===== src/logic/step_dir_pkg.sv =====
// constants for the step and direction input stage
package step_dir_pkg;

  // ***************************************************
  // clock and timing
  // ***************************************************
  localparam int unsigned CLK_HZ          = 50_000_000;
  localparam int unsigned STEP_MAX_HZ     = 200_000;
  localparam int unsigned STEP_MIN_CYC    = CLK_HZ / STEP_MAX_HZ;
  localparam int unsigned DIR_SETUP_NS    = 5000;
  localparam int unsigned CLK_PERIOD_NS   = 20;
  localparam int unsigned DIR_SETUP_CYC   = DIR_SETUP_NS / CLK_PERIOD_NS;

  // ***************************************************
  // register map, 32-bit words
  // ***************************************************
  localparam logic [3:0] ADDR_CTRL        = 4'h0;
  localparam logic [3:0] ADDR_SOFT_RES    = 4'h4;
  localparam logic [3:0] ADDR_ACTIVE_RES  = 4'h8;
  localparam logic [3:0] ADDR_POSITION    = 4'hC;
  localparam int unsigned CTRL_CLR_BIT    = 0;
  localparam int unsigned RES_W           = 16;
  localparam logic [15:0] SOFT_RES_RST    = 16'h0FA0;
  localparam logic [15:0] SOFT_RES_MIN    = 16'h0004;
  localparam logic [15:0] SOFT_RES_MAX    = 16'hC800;
  localparam logic [31:0] UNMAPPED_READ   = 32'h0000_0000;

  // ***************************************************
  // resolution tables
  // ***************************************************
  localparam logic [15:0] RES_HI [8] = '{
    16'h0000, 16'h0320, 16'h0640, 16'h0C80,
    16'h1900, 16'h3200, 16'h6400, 16'hC800};
  localparam logic [15:0] RES_LO [8] = '{
    16'h03E8, 16'h07D0, 16'h0FA0, 16'h1388,
    16'h1F40, 16'h2710, 16'h4E20, 16'h9C40};

endpackage


===== src/logic/step_dir_input.sv =====
// step and direction input stage with resolution select
`timescale 1ns/1ps

// Notes on behaviour
// - each active edge of the step input is one step command
// - steps up to 200 kHz are all counted
// - all four resolution switches on selects the software resolution
// - software resolution accepts 4 to 51200 inclusive
// - any resolution switch off selects the switch-decoded resolution
// - switch four on: index 1..7 gives 800 to 51200
// - switch four off: index 0..7 gives 1000 to 40000
// - edge switch off counts rising edges, on counts falling edges
// - toggling the reverse switch inverts direction mapping
// - the two direction levels mean opposite rotation senses
module step_dir_input
  import step_dir_pkg::*;
#(
  parameter int unsigned POS_W = 32
) (
  // clock and reset
  input  wire logic        sys_clk,
  input  wire logic        rst,
  // motion controller pins
  input  wire logic        step_pulse_in,
  input  wire logic        dir_in,
  // configuration switches, high means on
  input  wire logic [3:0]  resolution_switches,
  input  wire logic        edge_select_switch,
  input  wire logic        reverse_switch,
  // avalon-mm slave
  input  wire logic [3:0]  avs_address,
  input  wire logic        avs_read,
  input  wire logic        avs_write,
  input  wire logic [31:0] avs_writedata,
  input  wire logic [3:0]  avs_byteenable,
  output logic [31:0]      avs_readdata,
  output logic             avs_waitrequest,
  // position outputs
  output logic [POS_W-1:0] target_position,
  output logic [RES_W-1:0] steps_per_rev,
  output logic             step_strobe,
  output logic             step_forward
);

  // ***************************************************
  // elaboration checks
  // ***************************************************
  initial begin
    if (POS_W < 17 || POS_W > 32)
      $error("POS_W must be 17 to 32");
    if (STEP_MIN_CYC < 8)
      $error("clock too slow for the step rate");
    if (RES_W != 16)
      $error("resolution width must be 16");
    if (DIR_SETUP_CYC < 4)
      $error("clock too slow for the direction setup");
    // switch tables must rise with the index
    for (int i = 2; i < 8; i++) begin
      if (RES_HI[i] <= RES_HI[i-1])
        $error("table for switch four on not ascending");
    end
    for (int i = 1; i < 8; i++) begin
      if (RES_LO[i] <= RES_LO[i-1])
        $error("table for switch four off not ascending");
    end
    // table ends inside the software range
    if (RES_HI[1] < SOFT_RES_MIN || RES_HI[7] > SOFT_RES_MAX)
      $error("table for switch four on out of range");
    if (RES_LO[0] < SOFT_RES_MIN || RES_LO[7] > SOFT_RES_MAX)
      $error("table for switch four off out of range");
    if (SOFT_RES_RST < SOFT_RES_MIN || SOFT_RES_RST > SOFT_RES_MAX)
      $error("software resolution reset value out of range");
  end

  // ***************************************************
  // input synchronisers
  // ***************************************************
  // every pin is asynchronous to sys_clk; a bare edge
  // detector on a pin could see a metastable level and
  // report two edges or none, so edges are taken only
  // from the second flip-flop of each synchroniser.
  // the switches share the same two-stage treatment.
  logic step_lvl;
  logic step_rise;
  logic step_fall;
  logic dir_lvl;
  logic [3:0] sw_meta_q;
  logic [3:0] sw_q;
  logic [1:0] cfg_meta_q;
  logic [1:0] cfg_q;

  sync_edge u_step_sync (
    .sys_clk (sys_clk),
    .rst     (rst),
    .pin_in  (step_pulse_in),
    .level   (step_lvl),
    .rise    (step_rise),
    .fall    (step_fall)
  );

  sync_edge u_dir_sync (
    .sys_clk (sys_clk),
    .rst     (rst),
    .pin_in  (dir_in),
    .level   (dir_lvl),
    .rise    (),
    .fall    ()
  );

  // switches are pins too, two stages each
  always_ff @(posedge sys_clk or posedge rst) begin
    if (rst) begin
      sw_meta_q  <= 4'h0;
      sw_q       <= 4'h0;
      cfg_meta_q <= 2'h0;
      cfg_q      <= 2'h0;
    end else begin
      sw_meta_q  <= resolution_switches;
      sw_q       <= sw_meta_q;
      cfg_meta_q <= {reverse_switch, edge_select_switch};
      cfg_q      <= cfg_meta_q;
    end
  end

  // ***************************************************
  // resolution select
  // ***************************************************
  // the decoded value is registered so that a switch
  // bounce shows at most one cycle of a neighbour
  // value; index 0 of the upper table is never used,
  // since all switches on selects the software value.
  logic [15:0] soft_res_q;
  logic [2:0]  res_index;
  logic [15:0] res_d;
  logic [15:0] res_q;

  // switch one off adds 1, two adds 2, three adds 4
  assign res_index = ~sw_q[2:0];

  always_comb begin
    if (sw_q == 4'hF)
      res_d = soft_res_q;
    else if (sw_q[3])
      res_d = RES_HI[res_index];
    else
      res_d = RES_LO[res_index];
  end

  always_ff @(posedge sys_clk or posedge rst) begin
    if (rst)
      res_q <= SOFT_RES_RST;
    else
      res_q <= res_d;
  end

  assign steps_per_rev = res_q;

  // ***************************************************
  // step acceptance and direction
  // ***************************************************
  // direction is read at the step edge through the same
  // two-stage delay as the step, so the setup time that
  // the controller keeps at the pins holds inside too.
  logic step_hit;
  logic fwd;

  // one-cycle edge pulse; 250 clocks per step at 200 kHz
  assign step_hit = cfg_q[0] ? step_fall : step_rise;
  // dir read in the cycle of the step edge
  assign fwd = dir_lvl ^ cfg_q[1];

  // ***************************************************
  // target position counter
  // ***************************************************
  // the counter wraps in two's complement; a clear
  // written in the cycle of a step wins, the step is
  // lost, which a user clearing while moving must know.
  logic [POS_W-1:0] pos_q;
  logic [POS_W-1:0] pos_d;
  logic             clr_pos;
  logic             strobe_q;
  logic             fwd_q;

  always_comb begin
    pos_d = pos_q;
    if (clr_pos)
      pos_d = '0;
    else if (step_hit && fwd)
      pos_d = pos_q + POS_W'(1);
    else if (step_hit)
      pos_d = pos_q - POS_W'(1);
  end

  always_ff @(posedge sys_clk or posedge rst) begin
    if (rst)
      pos_q <= '0;
    else
      pos_q <= pos_d;
  end

  // registered step report for the servo loop
  always_ff @(posedge sys_clk or posedge rst) begin
    if (rst) begin
      strobe_q <= 1'b0;
      fwd_q    <= 1'b0;
    end else begin
      strobe_q <= step_hit;
      if (step_hit)
        fwd_q <= fwd;
    end
  end

  assign target_position = pos_q;
  assign step_strobe     = strobe_q;
  assign step_forward    = fwd_q;

  // ***************************************************
  // avalon-mm register slave
  // ***************************************************
  // writes never wait; reads wait one cycle so that
  // the read data leave a flip-flop. read and write
  // high together is treated as a read only.
  logic        wr_cyc;
  logic        sel_ctrl;
  logic        sel_soft;
  logic        soft_in_range;
  logic        rd_done_q;
  logic [31:0] rdata_q;
  logic [15:0] wr_res;

  // writes complete at once, reads after one wait cycle
  assign avs_waitrequest = avs_read & ~rd_done_q;
  assign wr_cyc          = avs_write & ~avs_read;
  assign wr_res          = avs_writedata[15:0];

  // address decode, one select per written register
  assign sel_ctrl      = avs_address == ADDR_CTRL;
  assign sel_soft      = avs_address == ADDR_SOFT_RES;
  // range test kept apart, a bad value keeps the old
  assign soft_in_range = wr_res >= SOFT_RES_MIN &&
                         wr_res <= SOFT_RES_MAX;

  // software resolution, out-of-range writes are ignored
  always_ff @(posedge sys_clk or posedge rst) begin
    if (rst)
      soft_res_q <= SOFT_RES_RST;
    else if (wr_cyc && sel_soft &&
             avs_byteenable[1:0] == 2'h3 && soft_in_range)
      soft_res_q <= wr_res;
  end

  // writing the clear bit zeroes the position
  assign clr_pos = wr_cyc && sel_ctrl &&
                   avs_byteenable[0] && avs_writedata[CTRL_CLR_BIT];

  // read data captured in the wait cycle
  always_ff @(posedge sys_clk or posedge rst) begin
    if (rst) begin
      rd_done_q <= 1'b0;
      rdata_q   <= 32'h0000_0000;
    end else begin
      rd_done_q <= avs_read & ~rd_done_q;
      if (avs_read && !rd_done_q) begin
        case (avs_address)
          ADDR_CTRL:       rdata_q <= {26'h0, cfg_q, sw_q};
          ADDR_SOFT_RES:   rdata_q <= {16'h0, soft_res_q};
          ADDR_ACTIVE_RES: rdata_q <= {16'h0, res_q};
          ADDR_POSITION:   rdata_q <= 32'(signed'(pos_q));
          default:         rdata_q <= UNMAPPED_READ;
        endcase
      end
    end
  end

  assign avs_readdata = rdata_q;

endmodule


===== src/logic/sync_edge.sv =====
// two-stage synchroniser with rise and fall detection
`timescale 1ns/1ps
module sync_edge (
  // clock and reset
  input  wire logic sys_clk,
  input  wire logic rst,
  // pin side
  input  wire logic pin_in,
  // synchronised level and edges
  output logic      level,
  output logic      rise,
  output logic      fall
);

  logic meta_q;
  logic sync_q;
  logic prev_q;

  // first stage is read only by the second
  always_ff @(posedge sys_clk or posedge rst) begin
    if (rst) begin
      meta_q <= 1'b0;
      sync_q <= 1'b0;
      prev_q <= 1'b0;
    end else begin
      meta_q <= pin_in;
      sync_q <= meta_q;
      prev_q <= sync_q;
    end
  end

  // edges from synchronised samples only
  assign level = sync_q;
  assign rise  = sync_q & ~prev_q;
  assign fall  = ~sync_q & prev_q;

endmodule

===== config.mk =====
export PLATFORM = sky130hd
export DESIGN_NAME = step_dir_input
export DESIGN_NICKNAME = d
export VERILOG_FILES = /design/src/logic/step_dir_pkg.sv /design/src/logic/step_dir_input.sv /design/src/logic/sync_edge.sv
export SDC_FILE = /design/constraint.sdc
export NUM_CORES = 1
export LEC_CHECK = 0
export CAP_MARGIN = 10
export CORE_MARGIN = 2
export CORE_UTILIZATION = 26
export DETAILED_ROUTE_END_ITERATION = 7
export DONT_BUFFER_PORTS = 1
export PLACE_DENSITY = 0.46
export SYNTH_ARGS = -nofsm -noshare
export SYNTH_HDL_FRONTEND = slang
export SYNTH_HIERARCHICAL = 1
export SYNTH_SLANG_ARGS = --single-unit
export TNS_END_PERCENT = 1

===== constraint.sdc =====
create_clock -name sys_clk -period 5.1 [get_ports sys_clk]
set_clock_uncertainty 0.1 [all_clocks]
set_input_delay 1.53 -clock sys_clk [delete_from_list [all_inputs] [get_ports sys_clk]]
set_output_delay 1.53 -clock sys_clk [all_outputs]
set_load 0.005 [all_outputs]

==> run_results.csv, run 1 <==
group,metric,value,unit
sta,rsz0062_at_grt,"false",
pwr,pwr-share-seq,32.7,%
drt,firstDrtPassIters,4,
die,die_h,162,um
sta,max_freq,261,MHz
die,num_rows,57,
drt,vias_per_cell,4.93,
critical_path,crit_path_end_kind,"register",
layout,regArea,2920,um2
global_routing,antenna_found_initial,0,
clock_tree,cts_hold_buffers,0,
clock_tree,cts-root-buf,"clkbuf_16",
die,dieArea,26300,um2
synth,syn-instance-count,691,
pwr,clkPwrFrac,28.2,%
layout,final_util,30.5,%
sta,maxSlewViolCount,0,
min_path,min_from,"u_dir_sync/meta_q$_DFF_PP0_",
layout,fillers,2591,
min_path,hold_class,"register to register",
layout,drive_gt1_share,12.8,%
layout,syn_to_final_growth,14.7,%
global_routing,grt_pass1_wl,30700,um
critical_path,critPathMaxFanout,20,
pwr,combPwrFrac,39.0,%
global_routing,overflow,0,
flow_run,drv_cap,0,
layout,antenna_cells,0,
layout,nNetsFinal,787,
clock_tree,cts_setup_buffers,0,
critical_path,crit_start,"u_step_sync/level$_DFF_PP0_",
global_routing,grt_max_degree,65,
die,start_util,26.6,%
drt,routedWlPerCell,18.7,um
sta,tns,0,ns
synth,yosys_warnings,6,
clock_tree,cts_tree,"done",
clock_tree,clk_latency,0.43,ns
synth,syn_nets,787,
layout,mostFrequentLayoutCell,"nand2_1",
clock_tree,cts_made_buffers,17,
placement,portBuffers,0,
sta,worstMarginPinSlew,0.849,ns
drt,drt_iter0_drc,339,
sta,max_slew_margin,43.4,%
die,core,24500,um2
clock_tree,clock-sinks,116,
pwr,ir_worst_vdd,206,uV
placement,globalplace.congestion,0.798,
drt,vias,5071,
clock_tree,clk_path_buf_depth,2,
sta,setup_violations,0,
critical_path,critPathLaunchType,"register",
pwr,p_sw,1.70,mW
clock_tree,post_cts_resized,0,
layout,multi_input_area,3410,um2
layout,final_cell_mix,"nand2_1 (115), dfrtp_1 (104), a21oi_1 (61)",
global_routing,grt_pass1_vias,5087,
clock_tree,path_clk_slew,0.06,ns
clock_tree,htreeDepth,4,
critical_path,path_class,"register to register",
placement,dp_hpwl,13800,um
sta,period_minus_slack,3.83,ns
sta,fin_crit_sh,75.0,%
synth,syn_area_per_cell,9.42,um2
synth,netlist_area,6510,um2
global_routing,grtUsageTotal,15.2,%
drt,ant_nets,0,
pwr,internal-power,2.49,mW
die,design.portCount,135,
pwr,powerDensity,561,nW/um2
status,status,"finished clean",
drt,finalWirelength,19300,um
critical_path,crit_arrival,4.03,ns
pwr,finalPower,4.19,mW
pwr,p_sw_share,40.6,%
sta,hold_viol,0,
pwr,p_leak,3.26,nW
critical_path,crit_required,5.30,ns
drt,drc,0,
die,die_w,162,um
critical_path,r2r-start,"u_step_sync/level$_DFF_PP0_",
==> power by group through the flow <==
stage	logic, mW	registers (mW)	clock network [mW]
6_report	1.63	1.37	1.18
5_1_grt	1.87	1.41	1.24
4_1_cts	1.64	1.39	1.22
3_5_place_dp	1.63	1.41	0
3_3_place_gp	1.63	1.41	0
2_1_floorplan	1.36	1.26	0
==> stage by stage <==
step	area, um2	cells	setup WS, ns	hold WS (ns)
6_report	7460	1028	1.27	0.247
5_1_grt	7460	1028	0.932	0.255
4_1_cts	7460	1028	1.26	0.248
3_5_place_dp	6890	996	1.27	0.235
3_3_place_gp	6890	996	1.29	0.232
2_1_floorplan	6510	691	0.559	0.231
==> layer usage <==
metal  part of all wire (%)  up-vias  GRT usage [%]  wire (um)
met4                    2.1        0           5.31        397
met3                    6.3       24           4.32       1210
met2                     46      116           23.6       8790
li1                       -     2481              -          -
met5                      0        -              0          0
met1                     46     2450           20.2       8850
==> worst paths after layout <==
check	endpoint	slack, ns	cells past startpoint
worst min register to register	u_dir_sync/level$_DFF_PP0_	0.25	0
min in group asynchronous	u_dir_sync/meta_q$_DFF_PP0_	0.74	1
worst max register to register	target_position[30]$_DFFE_PP0P_	1.27	15
max in group asynchronous	avs_readdata[26]$_DFFE_PP0P_	2.97	2
worst max-delay path	target_position[30]$_DFFE_PP0P_	1.27	15
worst min-delay path	u_dir_sync/level$_DFF_PP0_	0.25	0
==> state kept, by name (all words and copies together) (netlist names), 2 cells and up <==
name	cells
avs_readdata	32
cfg_meta_q	2
cfg_q	2
soft_res_q	16
steps_per_rev	16
sw_meta_q	4
sw_q	4
target_position	32
==> layout make-up <==
class	instances	share of cell area, %
Sequential cell	116	39.1
Tap cell	324	5.43
Inverter	14	0.738
Multi-Input combinational cell	528	45.7
Timing Repair Buffer	14	1.41
Clock buffer	17	5.70
Clock inverter	15	1.94
==> critical path: stages (launching register included) <==
cell and delay (ns):
dfrtp_1 0.38, and2b_2 0.23, mux2i_4 0.07, nor2_1 0.30, inv_1 0.10, buf_4 0.24, ha_1 0.35, a21o_1 0.20
a31o_2 0.24, a21oi_2 0.25, o31ai_1 0.22, a21oi_2 0.29, o31ai_1 0.13, a211oi_1 0.32, mux2i_1 0.23, nand2_1 0.06
Note: power is estimated with default switching activity, not from simulation.
==> run 2, diff against run 1 <==
==> constraint.sdc (replaced) <==
create_clock -name sys_clk -period 3.99 [get_ports sys_clk]
set_clock_uncertainty 0.1 [all_clocks]
set_input_delay 1.197 -clock sys_clk [delete_from_list [all_inputs] [get_ports sys_clk]]
set_output_delay 1.197 -clock sys_clk [all_outputs]
set_load 0.005 [all_outputs]
==> run_results.csv, run 2 (synthesis gave the netlist of run 1 again) <==
group,metric,value,unit
layout,final_util,30.7,%
placement,dp_hpwl,13500,um
critical_path,critPathLaunchType,"register",
placement,globalplace.congestion,0.826,
layout,final_cell_mix,"nand2_1 (115), dfrtp_1 (104), a21oi_1 (61)",
die,core,24500,um2
die,die_h,162,um
sta,period_minus_slack,3.70,ns
die,num_rows,57,
critical_path,r2r-start,"u_step_sync/level$_DFF_PP0_",
drt,vias,5062,
critical_path,crit_required,4.20,ns
flow_run,drv_cap,0,
clock_tree,path_clk_slew,0.07,ns
critical_path,r2r-end,"target_position[30]$_DFFE_PP0P_",
sta,setup_violations,0,
min_path,holdPathEnd,"sw_q[1]$_DFF_PP0_",
min_path,hold_class,"register to register",
placement,portBuffers,0,
global_routing,antenna_found_initial,0,
drt,vias_per_cell,4.92,
drt,finalWirelength,19200,um
critical_path,path_class,"register to register",
die,die_w,162,um
critical_path,reg2reg_depth,15,
layout,nNetsFinal,788,
global_routing,grt_pass1_wl,30500,um
sta,maxSlewViolCount,0,
layout,fillers,2573,
sta,max_slew_margin,25.2,%
sta,hold_viol,0,
global_routing,grt_pass1_vias,5034,
layout,drive_gt1_share,13.0,%
sta,fin_crit_sh,92.6,%
layout,antenna_cells,0,
clock_tree,clock-sinks,116,
drt,routedWlPerCell,18.6,um
critical_path,crit_arrival,3.90,ns
drt,drc,0,
critical_path,crit_path_end_kind,"register",
placement,postPlaceCellArea,6910,um2
critical_path,rrSetupSlack,0.29,ns
global_routing,grtUsageTotal,15.1,%
drt,firstDrtPassIters,4,
layout,finalInstanceArea,7510,um2
die,start_util,26.6,%
clock_tree,cts_tree,"done",
global_routing,overflow,0,
min_path,holdPathStages,0,
sta,max_freq,271,MHz
clock_tree,clk_latency,0.43,ns
min_path,min_from,"sw_meta_q[1]$_DFF_PP0_",
layout,mostFrequentLayoutCell,"nand2_1",
clock_tree,cts_setup_buffers,0,
layout,syn_to_final_growth,15.4,%
clock_tree,cts_hold_buffers,0,
clock_tree,cts-root-buf,"clkbuf_16",
die,dieArea,26300,um2
die,design.portCount,135,
clock_tree,htreeDepth,4,
critical_path,critPathMaxFanout,27,
pwr,powerDensity,724,nW/um2
drt,ant_nets,0,
clock_tree,clk_path_buf_depth,2,
global_routing,grt_max_degree,82,
pwr,p_leak,3.27,nW
pwr,ir_worst_vdd,253,uV
sta,worstMarginPinSlew,1.12,ns
status,status,"finished clean",
clock_tree,cts_made_buffers,17,
drt,drt_iter0_drc,271,
## run 2: stage by stage
stage	instances	total power, mW	hold WS (ns)	TNS (ns)	setup WS [ns]
final	1029	5.44	0.243	0	0.294
after floorplan	691	3.35	0.231	0	0.0438
after detailed placement	997	3.91	0.236	0	0.175
after global placement	997	3.90	0.233	0	0.156
after global routing	1029	5.90	0.248	-0.00734	-0.00734
after CTS	1029	5.52	0.242	0	0.134
## run 2: cell type report
type	count	area, um2	share of cell area, %
multi-input cells	528	3410	45.4
flip-flops and latches	116	2920	38.8
clock buffers	17	425	5.66
well taps	324	405	5.40
clock inverters	15	170	2.27
repair buffers	15	125	1.67
inverters	14	56.3	0.750
## run 2: layer usage
| layer | vias to the layer above | global-route usage [%] | wire length (um) |
|---|---|---|---|
| met1 | 2466 | 19.7 | 8910 |
| met3 | 13 | 4.52 | 1120 |
| li1 | 2483 | - | - |
| met4 | 0 | 4.10 | 216 |
| met2 | 100 | 24.4 | 8940 |
| met5 | - | 0 | 0 |
## run 2: where the power goes
part / switching, mW / internal (mW)
sequential: 0.364 / 1.39
clock: 0.630 / 0.937
combinational: 1.18 / 0.937
## run 2: how the worst max path moves through the flow
stage                                             from                               to  slack, ns
after global placement     u_step_sync/level$_DFF_PP0_  target_position[28]$_DFFE_PP0P_       0.16
after global routing       u_step_sync/level$_DFF_PP0_  target_position[30]$_DFFE_PP0P_     -0.007
after detailed placement   u_step_sync/level$_DFF_PP0_  target_position[30]$_DFFE_PP0P_       0.17
final                      u_step_sync/level$_DFF_PP0_  target_position[30]$_DFFE_PP0P_       0.29
after floorplan           u_step_sync/prev_q$_DFF_PP0_  target_position[30]$_DFFE_PP0P_       0.04
after CTS                  u_step_sync/level$_DFF_PP0_  target_position[28]$_DFFE_PP0P_       0.13
## run 2: critical path, stage by stage, from the launching register on
cell and delay [ns]:
dfrtp_1 0.38, and2b_2 0.23, mux2i_4 0.07, nor2_2 0.22
inv_1 0.08, buf_4 0.26, ha_1 0.36, a21o_1 0.20
a31o_2 0.25, a21oi_2 0.24, o31ai_1 0.19, a21oi_2 0.26
o31ai_1 0.13, a211oi_1 0.32, mux2i_1 0.22, nand2_1 0.06
## run 2: timing repair
item / in CTS / in global routing
gates resized for setup: 0 / 2
setup endpoints to repair: 0 / 6
endpoints found under the hold margin: 0 / 0
